$ cat src/rtl/ssrg_defines.vh
// constants for the soft start ramp generator: register map, fields, resets, timing
// Summary of operation
// - two ramp parameter sets, chosen by the external set-select contact input.
// - profile 1..4 sets ramp types: V/V, C/C, V/C, C/V for sets one, two.
// - voltage ramp rises from initial voltage to full voltage over ramp time.
// - current limit at its maximum of 600% disables limiting entirely.
// - voltage ramp holds current at limit, resumes rising once current drops below.
// - ramp time fixes slope up to the limit; limiting may lengthen acceleration.
// - current ramp rises linearly from initial current to limit over ramp time.
// - current ramp drives voltage by PI loop on measured motor current.
// - maximum initial level with minimum ramp time steps straight to the limit.
// - ramp starts from the initial voltage or current, never from zero.
// - ramp time is the longest time from initial level to limit or full, save while a voltage ramp is held at the limit.
// - reaching full speed before ramp end cuts the ramp short.
// - current limit caps motor current in both voltage and current ramps.
// - limiting holds until at-speed or overload trip, then becomes inactive.
// - current limit setpoint is never below 200% of motor current.
// - no time-out at current limit; only overload, at-speed or a cleared start ends a long start.
`ifndef SSRG_DEFINES_VH
`define SSRG_DEFINES_VH

// register byte offsets
`define SSRG_A_CTRL      8'h00
`define SSRG_A_PROFILE   8'h04
`define SSRG_A_S1_IV     8'h08
`define SSRG_A_S1_IC     8'h0C
`define SSRG_A_S1_RT     8'h10
`define SSRG_A_S1_CL     8'h14
`define SSRG_A_S2_IV     8'h18
`define SSRG_A_S2_IC     8'h1C
`define SSRG_A_S2_RT     8'h20
`define SSRG_A_S2_CL     8'h24
`define SSRG_A_STATUS    8'h28
`define SSRG_A_VOUT      8'h2C
`define SSRG_A_GAINS     8'h30

// control and status fields
`define SSRG_CTRL_START  0
`define SSRG_ST_RUN      0
`define SSRG_ST_LIMIT    1
`define SSRG_ST_DONE     2
`define SSRG_ST_TRIP     3
`define SSRG_ST_SET2     4
`define SSRG_ST_CRAMP    5

// levels: voltage in 0.1 % of line, current in % of motor current
`define SSRG_V_FULL      16'h03E8
`define SSRG_CL_MIN      16'h00C8
`define SSRG_CL_MAX      16'h0258

// reset values
`define SSRG_RST_PROFILE 3'h1
`define SSRG_RST_IV      16'h0190
`define SSRG_RST_IC      16'h00C8
`define SSRG_RST_RT      16'h000A
`define SSRG_RST_CL      16'h0158
`define SSRG_RST_GAINS   16'h0402

// timing: control tick period in us, ramp time unit in ms
`define SSRG_TICK_US     1000
`define SSRG_CLK_MHZ     10
`define SSRG_TICK_CYC    (`SSRG_TICK_US * `SSRG_CLK_MHZ)
`define SSRG_RT_UNIT_MS  1000
`define SSRG_TICKS_PER_RT (`SSRG_RT_UNIT_MS * 1000 / `SSRG_TICK_US)

`endif

$ cat src/rtl/ssrg_ramp_step.v
// fixed-point stepper that walks a setpoint from a start level toward a target
`timescale 1ns/10ps
`include "ssrg_defines.vh"
module ssrg_ramp_step
#(
   parameter W = 16
)
(
   input  wire         mclk_i,
   input  wire         rst_n_i,
   input  wire         load_i,
   input  wire         tick_i,
   input  wire         hold_i,
   input  wire [W-1:0] start_i,
   input  wire [W-1:0] target_i,
   input  wire [31:0]  ticks_i,
   output wire [W-1:0] level_o,
   output wire         end_o
);
   reg  [W+15:0] acc_q;
   reg  [W+15:0] step_q;
   wire [W+15:0] tgt_w   = {target_i, 16'h0000};
   wire [W+16:0] nxt_w   = {1'b0, acc_q} + {1'b0, step_q};

   // step = span / ticks, fixed once at load; zero ticks means a jump
   always @(posedge mclk_i or negedge rst_n_i)
   begin
      if (!rst_n_i)
      begin
         acc_q  <= {(W+16){1'b0}};
         step_q <= {(W+16){1'b0}};
      end
      else if (load_i)
      begin
         acc_q <= {start_i, 16'h0000};
         if (ticks_i == 32'h0000_0000 || target_i <= start_i)
            step_q <= tgt_w;
         else
            step_q <= ({target_i - start_i, 16'h0000}) / ticks_i[W+15:0];
      end
      else if (tick_i && !hold_i)
      begin
         // clamp at target so rounding never overshoots
         if (nxt_w >= {1'b0, tgt_w})
            acc_q <= tgt_w;
         else
            acc_q <= nxt_w[W+15:0];
      end
   end

   assign level_o = acc_q[W+15:16];
   assign end_o   = (acc_q >= tgt_w);
endmodule // ssrg_ramp_step

$ cat src/rtl/ssrg_ramp_gen.v
// soft start ramp generator with ahb-lite register slave
`timescale 1ns/10ps
`include "ssrg_defines.vh"
module ssrg_ramp_gen
#(
   parameter TICK_CYC = `SSRG_TICK_CYC,
   parameter TPR      = `SSRG_TICKS_PER_RT
)
(
   input  wire        mclk_i,
   input  wire        rst_n_i,
   // ahb-lite slave
   input  wire        hsel_i,
   input  wire [7:0]  haddr_i,
   input  wire [1:0]  htrans_i,
   input  wire        hwrite_i,
   input  wire [2:0]  hsize_i,
   input  wire [31:0] hwdata_i,
   input  wire        hready_i,
   output wire [31:0] hrdata_o,
   output wire        hreadyout_o,
   output wire        hresp_o,
   // power stage and motor side
   input  wire        set_select_i,
   input  wire        at_speed_i,
   input  wire        overload_trip_i,
   input  wire [15:0] motor_current_i,
   output wire [15:0] voltage_cmd_o,
   output wire [15:0] current_ref_o,
   output wire        ramp_active_o,
   output wire        current_limit_active_o,
   output wire        ramp_done_o
);
   localparam S_IDLE = 2'h0;
   localparam S_RAMP = 2'h1;
   localparam S_DONE = 2'h2;
   localparam S_TRIP = 2'h3;

   // clamp limit into its legal band on write
   function [15:0] clamp_cl;
      input [31:0] v;
      begin
         if (v[15:0] < `SSRG_CL_MIN)
            clamp_cl = `SSRG_CL_MIN;
         else if (v[15:0] > `SSRG_CL_MAX)
            clamp_cl = `SSRG_CL_MAX;
         else
            clamp_cl = v[15:0];
      end
   endfunction

   // profile to ramp type: 1 = current ramp
   function ramp_is_cur;
      input [2:0] p;
      input       set2;
      begin
         case (p)
            3'h2:    ramp_is_cur = 1'b1;
            3'h3:    ramp_is_cur = set2;
            3'h4:    ramp_is_cur = ~set2;
            default: ramp_is_cur = 1'b0;
         endcase
      end
   endfunction

   reg [2:0]  profile_q;
   reg [15:0] s1_iv_q, s1_ic_q, s1_rt_q, s1_cl_q;
   reg [15:0] s2_iv_q, s2_ic_q, s2_rt_q, s2_cl_q;
   reg [15:0] gains_q;
   reg        start_q;
   reg [1:0]  state_q;
   reg        set2_q;
   reg        cramp_q;
   reg [15:0] vout_q;
   reg [15:0] iref_q;
   reg        limit_q;
   reg [15:0] tick_cnt_q;
   reg        tick_q;
   reg        load_q;
   reg        dph_q;
   reg        dwr_q;
   reg [7:0]  daddr_q;
   reg [31:0] rdata_q;
   reg signed [19:0] integ_q;
   reg [31:0] rd_d;

   // active set is latched at start so a contact change mid-ramp has no effect
   wire        set2_w  = set2_q;
   wire [15:0] iv_w    = set2_w ? s2_iv_q : s1_iv_q;
   wire [15:0] ic_w    = set2_w ? s2_ic_q : s1_ic_q;
   wire [15:0] rt_w    = set2_w ? s2_rt_q : s1_rt_q;
   wire [15:0] cl_w    = set2_w ? s2_cl_q : s1_cl_q;
   wire        no_lim_w = (cl_w >= `SSRG_CL_MAX);
   wire [31:0] ticks_w = rt_w * TPR;
   wire [15:0] st_lvl_w = cramp_q ? ic_w : iv_w;
   wire [15:0] tg_lvl_w = cramp_q ? cl_w : `SSRG_V_FULL;
   wire        over_w  = !no_lim_w && (motor_current_i >= cl_w);
   wire [15:0] ramp_lvl_w;
   wire        ramp_end_w;

   // voltage ramp pauses while current sits at limit, slope kept
   ssrg_ramp_step #(.W(16)) u_step
   (
      .mclk_i  (mclk_i),
      .rst_n_i (rst_n_i),
      .load_i  (load_q),
      .tick_i  (tick_q),
      .hold_i  (!cramp_q && over_w),
      .start_i (st_lvl_w),
      .target_i(tg_lvl_w),
      .ticks_i (ticks_w),
      .level_o (ramp_lvl_w),
      .end_o   (ramp_end_w)
   );

   // ahb-lite: zero wait states, always okay
   wire addr_ok_w = hsel_i && hready_i && htrans_i[1];
   always @(posedge mclk_i or negedge rst_n_i)
   begin
      if (!rst_n_i)
      begin
         dph_q   <= 1'b0;
         dwr_q   <= 1'b0;
         daddr_q <= 8'h00;
      end
      else if (hready_i)
      begin
         dph_q   <= addr_ok_w;
         dwr_q   <= addr_ok_w && hwrite_i;
         daddr_q <= haddr_i;
      end
   end

   // read mux; unmapped offsets read zero
   always @*
   begin
      rd_d = 32'h0000_0000;
      case (haddr_i)
         `SSRG_A_CTRL:    rd_d = {31'h0000_0000, start_q};
         `SSRG_A_PROFILE: rd_d = {29'h0000_0000, profile_q};
         `SSRG_A_S1_IV:   rd_d = {16'h0000, s1_iv_q};
         `SSRG_A_S1_IC:   rd_d = {16'h0000, s1_ic_q};
         `SSRG_A_S1_RT:   rd_d = {16'h0000, s1_rt_q};
         `SSRG_A_S1_CL:   rd_d = {16'h0000, s1_cl_q};
         `SSRG_A_S2_IV:   rd_d = {16'h0000, s2_iv_q};
         `SSRG_A_S2_IC:   rd_d = {16'h0000, s2_ic_q};
         `SSRG_A_S2_RT:   rd_d = {16'h0000, s2_rt_q};
         `SSRG_A_S2_CL:   rd_d = {16'h0000, s2_cl_q};
         `SSRG_A_STATUS:  rd_d = {26'h000_0000, cramp_q, set2_q, state_q == S_TRIP,
                                  state_q == S_DONE, limit_q, state_q == S_RAMP};
         `SSRG_A_VOUT:    rd_d = {iref_q, vout_q};
         `SSRG_A_GAINS:   rd_d = {16'h0000, gains_q};
         default:         rd_d = 32'h0000_0000;
      endcase
   end

   always @(posedge mclk_i or negedge rst_n_i)
   begin
      if (!rst_n_i)
         rdata_q <= 32'h0000_0000;
      else if (addr_ok_w && !hwrite_i)
         rdata_q <= rd_d;
   end

   // register writes in the data phase
   always @(posedge mclk_i or negedge rst_n_i)
   begin
      if (!rst_n_i)
      begin
         start_q   <= 1'b0;
         profile_q <= `SSRG_RST_PROFILE;
         s1_iv_q   <= `SSRG_RST_IV;
         s1_ic_q   <= `SSRG_RST_IC;
         s1_rt_q   <= `SSRG_RST_RT;
         s1_cl_q   <= `SSRG_RST_CL;
         s2_iv_q   <= `SSRG_RST_IV;
         s2_ic_q   <= `SSRG_RST_IC;
         s2_rt_q   <= `SSRG_RST_RT;
         s2_cl_q   <= `SSRG_RST_CL;
         gains_q   <= `SSRG_RST_GAINS;
      end
      else if (dwr_q)
      begin
         case (daddr_q)
            `SSRG_A_CTRL:    start_q <= hwdata_i[`SSRG_CTRL_START];
            `SSRG_A_PROFILE:
               if (hwdata_i[2:0] >= 3'h1 && hwdata_i[2:0] <= 3'h4)
                  profile_q <= hwdata_i[2:0];
            `SSRG_A_S1_IV:   s1_iv_q <= (hwdata_i[15:0] > `SSRG_V_FULL) ? `SSRG_V_FULL : hwdata_i[15:0];
            `SSRG_A_S1_IC:   s1_ic_q <= hwdata_i[15:0];
            `SSRG_A_S1_RT:   s1_rt_q <= hwdata_i[15:0];
            `SSRG_A_S1_CL:   s1_cl_q <= clamp_cl(hwdata_i);
            `SSRG_A_S2_IV:   s2_iv_q <= (hwdata_i[15:0] > `SSRG_V_FULL) ? `SSRG_V_FULL : hwdata_i[15:0];
            `SSRG_A_S2_IC:   s2_ic_q <= hwdata_i[15:0];
            `SSRG_A_S2_RT:   s2_rt_q <= hwdata_i[15:0];
            `SSRG_A_S2_CL:   s2_cl_q <= clamp_cl(hwdata_i);
            `SSRG_A_GAINS:   gains_q <= hwdata_i[15:0];
            default:         start_q <= start_q;
         endcase
      end
   end

   // control tick divider
   always @(posedge mclk_i or negedge rst_n_i)
   begin
      if (!rst_n_i)
      begin
         tick_cnt_q <= 16'h0000;
         tick_q     <= 1'b0;
      end
      else if (tick_cnt_q == TICK_CYC[15:0] - 16'h0001)
      begin
         tick_cnt_q <= 16'h0000;
         tick_q     <= 1'b1;
      end
      else
      begin
         tick_cnt_q <= tick_cnt_q + 16'h0001;
         tick_q     <= 1'b0;
      end
   end

   // start sequence: no time-out while limiting, only trip, at-speed or a cleared start end it
   always @(posedge mclk_i or negedge rst_n_i)
   begin
      if (!rst_n_i)
      begin
         state_q <= S_IDLE;
         set2_q  <= 1'b0;
         cramp_q <= 1'b0;
         load_q  <= 1'b0;
      end
      else
      begin
         load_q <= 1'b0;
         case (state_q)
            S_IDLE:
               if (start_q)
               begin
                  set2_q  <= set_select_i;
                  cramp_q <= ramp_is_cur(profile_q, set_select_i);
                  load_q  <= 1'b1;
                  state_q <= S_RAMP;
               end
            S_RAMP:
               if (overload_trip_i)
                  state_q <= S_TRIP;
               else if (at_speed_i)
                  state_q <= S_DONE;
               else if (!start_q)
                  state_q <= S_IDLE;
            S_DONE:
               if (!start_q)
                  state_q <= S_IDLE;
            S_TRIP:
               if (!start_q)
                  state_q <= S_IDLE;
            default: state_q <= S_IDLE;
         endcase
      end
   end

   // output loop: voltage ramp follows stepper, current ramp via pi loop
   wire signed [16:0] err_w  = $signed({1'b0, iref_q}) - $signed({1'b0, motor_current_i});
   wire signed [19:0] integ_n_w = integ_q + {{3{err_w[16]}}, err_w};
   // every term kept signed so a negative error pulls the output down
   wire signed [23:0] pid_w  = ($signed({1'b0, gains_q[15:8]}) * err_w) +
                               ($signed({{4{integ_q[19]}}, integ_q}) >>> 2);
   wire signed [23:0] vsum_w = $signed({8'h00, vout_q}) + (pid_w >>> 4);
   always @(posedge mclk_i or negedge rst_n_i)
   begin
      if (!rst_n_i)
      begin
         vout_q  <= 16'h0000;
         iref_q  <= 16'h0000;
         limit_q <= 1'b0;
         integ_q <= 20'h00000;
      end
      else if (state_q == S_RAMP && !load_q)                         // stepper still shows last ramp while loading
      begin
         limit_q <= over_w;
         if (!cramp_q)
         begin
            iref_q <= no_lim_w ? `SSRG_CL_MAX : cl_w;
            if (over_w && vout_q != 16'h0000)
               vout_q <= vout_q - 16'h0001;
            else if (!over_w)
               vout_q <= (ramp_lvl_w > vout_q) ? ramp_lvl_w : vout_q;
         end
         else if (tick_q)
         begin
            iref_q <= ramp_lvl_w;
            integ_q <= integ_n_w;
            if (vsum_w < 24'sd0)
               vout_q <= 16'h0000;
            else if (vsum_w > $signed({8'h00, `SSRG_V_FULL}))
               vout_q <= `SSRG_V_FULL;
            else
               vout_q <= vsum_w[15:0];
         end
      end
      else if (state_q == S_DONE)
      begin
         vout_q  <= `SSRG_V_FULL;
         limit_q <= 1'b0;
      end
      else
      begin
         vout_q  <= 16'h0000;
         limit_q <= 1'b0;
         integ_q <= 20'h00000;
      end
   end

   assign hrdata_o              = rdata_q;
   assign hreadyout_o           = 1'b1;
   assign hresp_o               = 1'b0;
   assign voltage_cmd_o         = vout_q;
   assign current_ref_o         = iref_q;
   assign ramp_active_o         = (state_q == S_RAMP);
   assign current_limit_active_o = limit_q;
   assign ramp_done_o           = (state_q == S_DONE);
endmodule // ssrg_ramp_gen

$ cat config.mk
export PLATFORM = sky130hd
export DESIGN_NAME = ssrg_ramp_gen
export DESIGN_NICKNAME = d
export VERILOG_FILES = /design/src/rtl/ssrg_ramp_step.v /design/src/rtl/ssrg_ramp_gen.v
export VERILOG_INCLUDE_DIRS = /design/src /design/src/rtl
export SDC_FILE = /design/constraint.sdc
export NUM_CORES = 2
export LEC_CHECK = 0
export BUFFER_PORTS_ARGS = -buffer_cell sky130_fd_sc_hd__buf_2
export CAP_MARGIN = 20
export CELL_PAD_IN_SITES_DETAIL_PLACEMENT = 1
export CELL_PAD_IN_SITES_GLOBAL_PLACEMENT = 1
export CORE_UTILIZATION = 54
export DETAILED_ROUTE_END_ITERATION = 7
export PLACE_DENSITY_LB_ADDON = 0.12
export SLEW_MARGIN = 20
export SYNTH_ARGS = -nofsm -noshare
export SYNTH_HDL_FRONTEND = slang
export SYNTH_HIERARCHICAL = 1
export SYNTH_SLANG_ARGS = --single-unit
$ cat constraint.sdc
create_clock -name mclk_i -period 121.9 [get_ports mclk_i]
set_clock_uncertainty 0.05 [all_clocks]
set_input_delay 6.095 -clock mclk_i [delete_from_list [all_inputs] [get_ports mclk_i]]
set_output_delay 6.095 -clock mclk_i [all_outputs]
set_load 0.01 [all_outputs]
# --- After elaboration in Yosys (flattened, before gate mapping) ---
# Index checks and enable logic that the tools add are counted.
totals:
  register_bits: 328
  input_bits: 69
  output_inout_bits: 69
  elab_cells: 166
op_classes:
  addsub: 8
  mul: 2
  div: 1
  order_cmp: 12
  eq_ne: 37
  n_mux: 41
  bitwise_logic: 1
  reduce_logical: 38
ops:
  columns: ["cell", "n"]
  rows:
  - ["32-bit case mux with 13 select lines", 1]
  - ["16-bit two-way mux", 21]
  - ["32-bit two-way mux", 4]
  - ["20-bit two-way mux", 4]
  - ["8-bit by 5-bit == test with 1-bit output (second input constant)", 8]
  - ["8-bit by 6-bit == test with 1-bit output (second input constant)", 8]
  - ["32-bit by 32-bit adder with 33-bit output", 1]
  - ["33-bit by 32-bit >= comparator with 1-bit output", 1]
  - ["32-bit by 26-bit divider with 32-bit output", 1]
  - ["8-bit by 4-bit == test with 1-bit output (second input constant)", 4]
  - ["16-bit by 10-bit > comparator with 1-bit output (second input constant)", 2]
  - ["32-bit zero test", 1]
  - ["24-bit by 18-bit adder with 24-bit output", 1]
  - ["9-bit by 17-bit multiplier with 24-bit output", 1]
  - ["2-bit AND reduction", 12]
  - ["16-bit by 7-bit multiplier with 23-bit output (second input constant)", 1]
  - ["17-bit by 20-bit adder with 21-bit output", 1]
  - ["21-bit by 11-bit > comparator with 1-bit output (second input constant)", 1]
  - ["21-bit by 1-bit < comparator with 1-bit output (second input constant)", 1]
  - ["20-bit adder", 1]
  - ["16-bit by 16-bit subtractor with 17-bit output", 1]
  - ["16-bit by 1-bit adder with 16-bit output (second input constant)", 1]
  - ["16-bit by 14-bit == test with 1-bit output (second input constant)", 1]
  - ["8-bit by 3-bit == test with 1-bit output (second input constant)", 2]
  - ["other kinds (33)", 60]

# --- Depth between registers and ports, before layout ---
depth:
  ltp_word: 10
  ltp_mapped: 367
  ltp_nobuf: 336

# --- Cells and area by module ---
# Netlist, hierarchy kept.
by_module_without_submodules:
  columns: ["mod", "instances", "cells_each", "area_per_inst_um2", "seq_area_each_um2"]
  rows:
  - ["ssrg_ramp_step", 1, 5326, 36670.2, 1601.5]
  - ["ssrg_ramp_gen", 1, 2409, 23196.0, 6640.1]

# --- Least setup slack after synthesis ---
# OpenSTA, ideal clock, no wires.
synth_path:
  kind: "reg-to-reg"
  from: "register set2_q"
  to: "register u_step.step_q[0]"
  setup_ps: 134
  arrival_time_ps: 73104
  required_time_ps: 121716
  setup_slack_ps: 48612
  stages_incl_launch_ff: 342
  path_buffers: 51
  period_less_slack_ps: 73288
  path_cell_list: "dfrtp_1 buf_2 buf_2 buf_1 clkbuf_1 mux2_2 fa_1 inv_1 fa_1 fa_1 inv_1 fa_1 ha_1 a21oi_1 o21bai_1 a21oi_1 o21bai_1 a21oi_1 (+306 left out) a21oi_1 a31oi_1 clkbuf_1 nor2_1 a21o_1 ha_1 a21o_1 a21o_1 a21oi_1 nor2b_1 o21ai_0 nand2b_1 a21oi_1 nor2b_1 o21ai_0 o31ai_1 a2111oi_0 o21ai_0"
synth_via:
  elab_chain_cells: 5
synth_lines:
  columns: ["element", "line", "rtl"]
  rows:
  - ["start, declared", "ssrg_ramp_gen.v:72", "reg set2_q;"]
  - ["start signal, assigned", "ssrg_ramp_gen.v:240", "set2_q <= set_select_i;"]
  - ["16-bit two-way mux (*)", "ssrg_ramp_gen.v:91", "wire [15:0] rt_w = set2_w ? s2_rt_q : s1_rt_q;"]
  - ["named net rt_w[0]", "ssrg_ramp_gen.v:91", null]
  - ["16-bit by 7-bit multiplier with 23-bit output (*)", "ssrg_ramp_gen.v:94", "wire [31:0] ticks_w = rt_w * TPR;"]
  - ["named net ticks_w[24]", "ssrg_ramp_gen.v:94", null]
  - ["parallel branches: the longest is 2 deep, another holds 32-bit by 26-bit divider with 32-bit output", null, null]
  - ["32-bit two-way mux (*)", "ssrg_ramp_step.v:36", "if (ticks_i == 32'h0000_0000 || target_i <= start_i)"]
  - ["end signal, assigned", "ssrg_ramp_step.v:31", "step_q <= {(W+16){1'b0}};"]
  - ["end signal, assigned", "ssrg_ramp_step.v:37", "step_q <= tgt_w;"]
  - ["end signal, assigned", "ssrg_ramp_step.v:39", "step_q <= ({target_i - start_i, 16'h0000}) / ticks_i[W+15:0];"]
  - ["end, declared", "ssrg_ramp_step.v:21", "reg [W+15:0] step_q;"]
# Mark *: on every way through the listed nets, which the timed path passes.
# A chain may end at the register's enable or synchronous reset.

# --- Final worst setup path ---
# Same ends and word-level chain as after synthesis.

==> results.sh <==
export IMPL_tritoncts="done"
export IMPL_drt_iter0_drc=5908
export IMPL_placed_cells=9108
export IMPL_dieHeight_um=334
export IMPL_cts_setup_buffers=0
export IMPL_clock_sinks=328
export IMPL_area_delta_synth_final_pct=6.25
export IMPL_clkTransAtPathRegs_ns=0.07
export IMPL_vias=63767
export IMPL_layout_nets=8752
export IMPL_wl_per_cell_um=28.0
export IMPL_slew_headroom_pct=10.2
export IMPL_layout_common_cells="ha_1 (770), nor2_1 (734), nand2_1 (731)"
export IMPL_drt_first_pass_iters=8
export IMPL_worst_path_largest_cell_delay_ns=0.87
export IMPL_grt_max_degree=167
export IMPL_htree_levels=2
export IMPL_cts_hold_buf=0
export IMPL_drive_gt1_share_pct=8.70
export IMPL_viasPerCell=6.95
export IMPL_drv_slew=0
export IMPL_path_common_cell="a21oi_1"
export IMPL_antenna_found_initial=13
export IMPL_synth_cells=7691
export IMPL_dp_hpwl_um=197000
export IMPL_fp_coreArea_um2=109000
export IMPL_failed_checks="design-rule violations"
export IMPL_place_gp_congestion=1.03
export IMPL_fin_crit_sh_pct=77.6
export IMPL_crit_family="compound AO/OA/AOI/OAI gates"
export IMPL_cts_root_buffer="clkbuf_16"
export IMPL_arrival_ns=94.86
export IMPL_clkLatencyLatePin_ns=0.59
export IMPL_cts_resized=0
export IMPL_finalSetupTns_ns=0
export IMPL_synth_area_per_cell_um2=7.74
export IMPL_setup_viol=0
export IMPL_yosys_warnings=6
export IMPL_layout_min_cycle_time_ns=94.58
export IMPL_mostFrequentLayoutCell="ha_1"
export IMPL_crit_path_max_fanout=40
export IMPL_ios=138
export IMPL_start_util_pct=54.6
export IMPL_rsz0062_at_grt="false"
export IMPL_grt_pass1_wl_um=389000
export IMPL_grt_overflow=0
export IMPL_stdcell_count=9173
export IMPL_tightest_slew_ns=1.31
export IMPL_final_antenna_net_count=0
export IMPL_cp_required_ns=122.18
export IMPL_fmax_ghz=0.0106
export IMPL_worst_setup_path_type="reg -> reg"
export IMPL_drt_total_wl_um=257000
export IMPL_cts_buffer_depth=3
export IMPL_grt_pass1_vias=65253
export IMPL_outcome="complete, but fails checks"
export IMPL_hold_class="reg -> reg"
export IMPL_drc_errors=5
export IMPL_endpoint_kind="flip-flop"
export IMPL_critPathSlowestCell="a41o_1"
export IMPL_dieArea_um2=112000
export IMPL_num_rows=121
export IMPL_fp_dieW_um=334
export IMPL_cap_viol_max_count=0
export IMPL_worst_path_buf_inv=19
export IMPL_cp_start_kind="flip-flop"
export IMPL_synth_area_um2=59500
export IMPL_hold_viol=0
export IMPL_grt_util_all_layers_pct=44.7
export IMPL_numCtsBuffers=35
export IMPL_port_buffers=115
-- worst reg2reg max path, delay by kind of cell, from the launching register on --
family,cells,cell delay [ns]
buf+inv,19,4.87
fa+ha+maj,36,13.63
mux,7,3.25
xor+xnor,1,0.11
simple gates,79,21.12
flops,1,0.68
compound gates,167,50.64
-- through the flow --
step / instance area (um2) / worst slack [ns] / hold slack [ns] / util (%)
after floorplan: 59600 / 48.61 / 0.393 / -
after global placement: 61900 / 32.57 / 0.406 / 56.8
after detailed placement: 61900 / 30.56 / 0.412 / 56.8
after CTS: 63200 / 30.04 / 0.439 / 58.0
after global routing: 63200 / 23.67 / 0.446 / 58.0
final: 63200 / 27.32 / 0.438 / 58.0
-- sequential cells by signal, indices dropped and copies added, names as in the netlist, 20 cells and up --
name and flops:
integ_q 20, hrdata_o 32, u_step/step_q 32, u_step/acc_q 32
-- metal layers --
| metal | up-vias | part of all wire [%] | track usage (%) |
|---|---|---|---|
| li1 | 28085 | - | - |
| met1 | 31634 | 41 | 58.2 |
| met2 | 3134 | 43 | 69.8 |
| met3 | 900 | 9.9 | 10.3 |
| met4 | 14 | 5.5 | 21.3 |
| met5 | - | 0.051 | 0 |
-- layout make-up --
type                            count  area, um2
Timing Repair Buffer              232       1480
Clock inverter                     21        327
Sequential cell                   328       8250
Clock buffer                       42        942
Inverter                          457       1720
Antenna cell                        1       2.50
Multi-Input combinational cell   6678      48700
Tap cell                         1414       1770
Fill cell                       13652      45800
-- final timing paths --
| path | depth (start not counted) | to | slack (ns) | start |
|---|---|---|---|---|
| worst max-delay path | 309 | u_step/step_q[0] | 27.32 | set2_q |
| worst min-delay path | 2 | hrdata_o[20] | 0.44 | hrdata_o[20] |
| worst max register to register | 309 | u_step/step_q[0] | 27.32 | set2_q |
| worst min register to register | 2 | hrdata_o[20] | 0.44 | hrdata_o[20] |
| max in group asynchronous | 3 | hrdata_o[14] | 114.49 | rst_n_i |
| min in group asynchronous | 1 | integ_q[10] | 5.42 | rst_n_i |
Power is not shown: default switching activity piles up to over one toggle a cycle in this logic, so the estimate is an artifact.
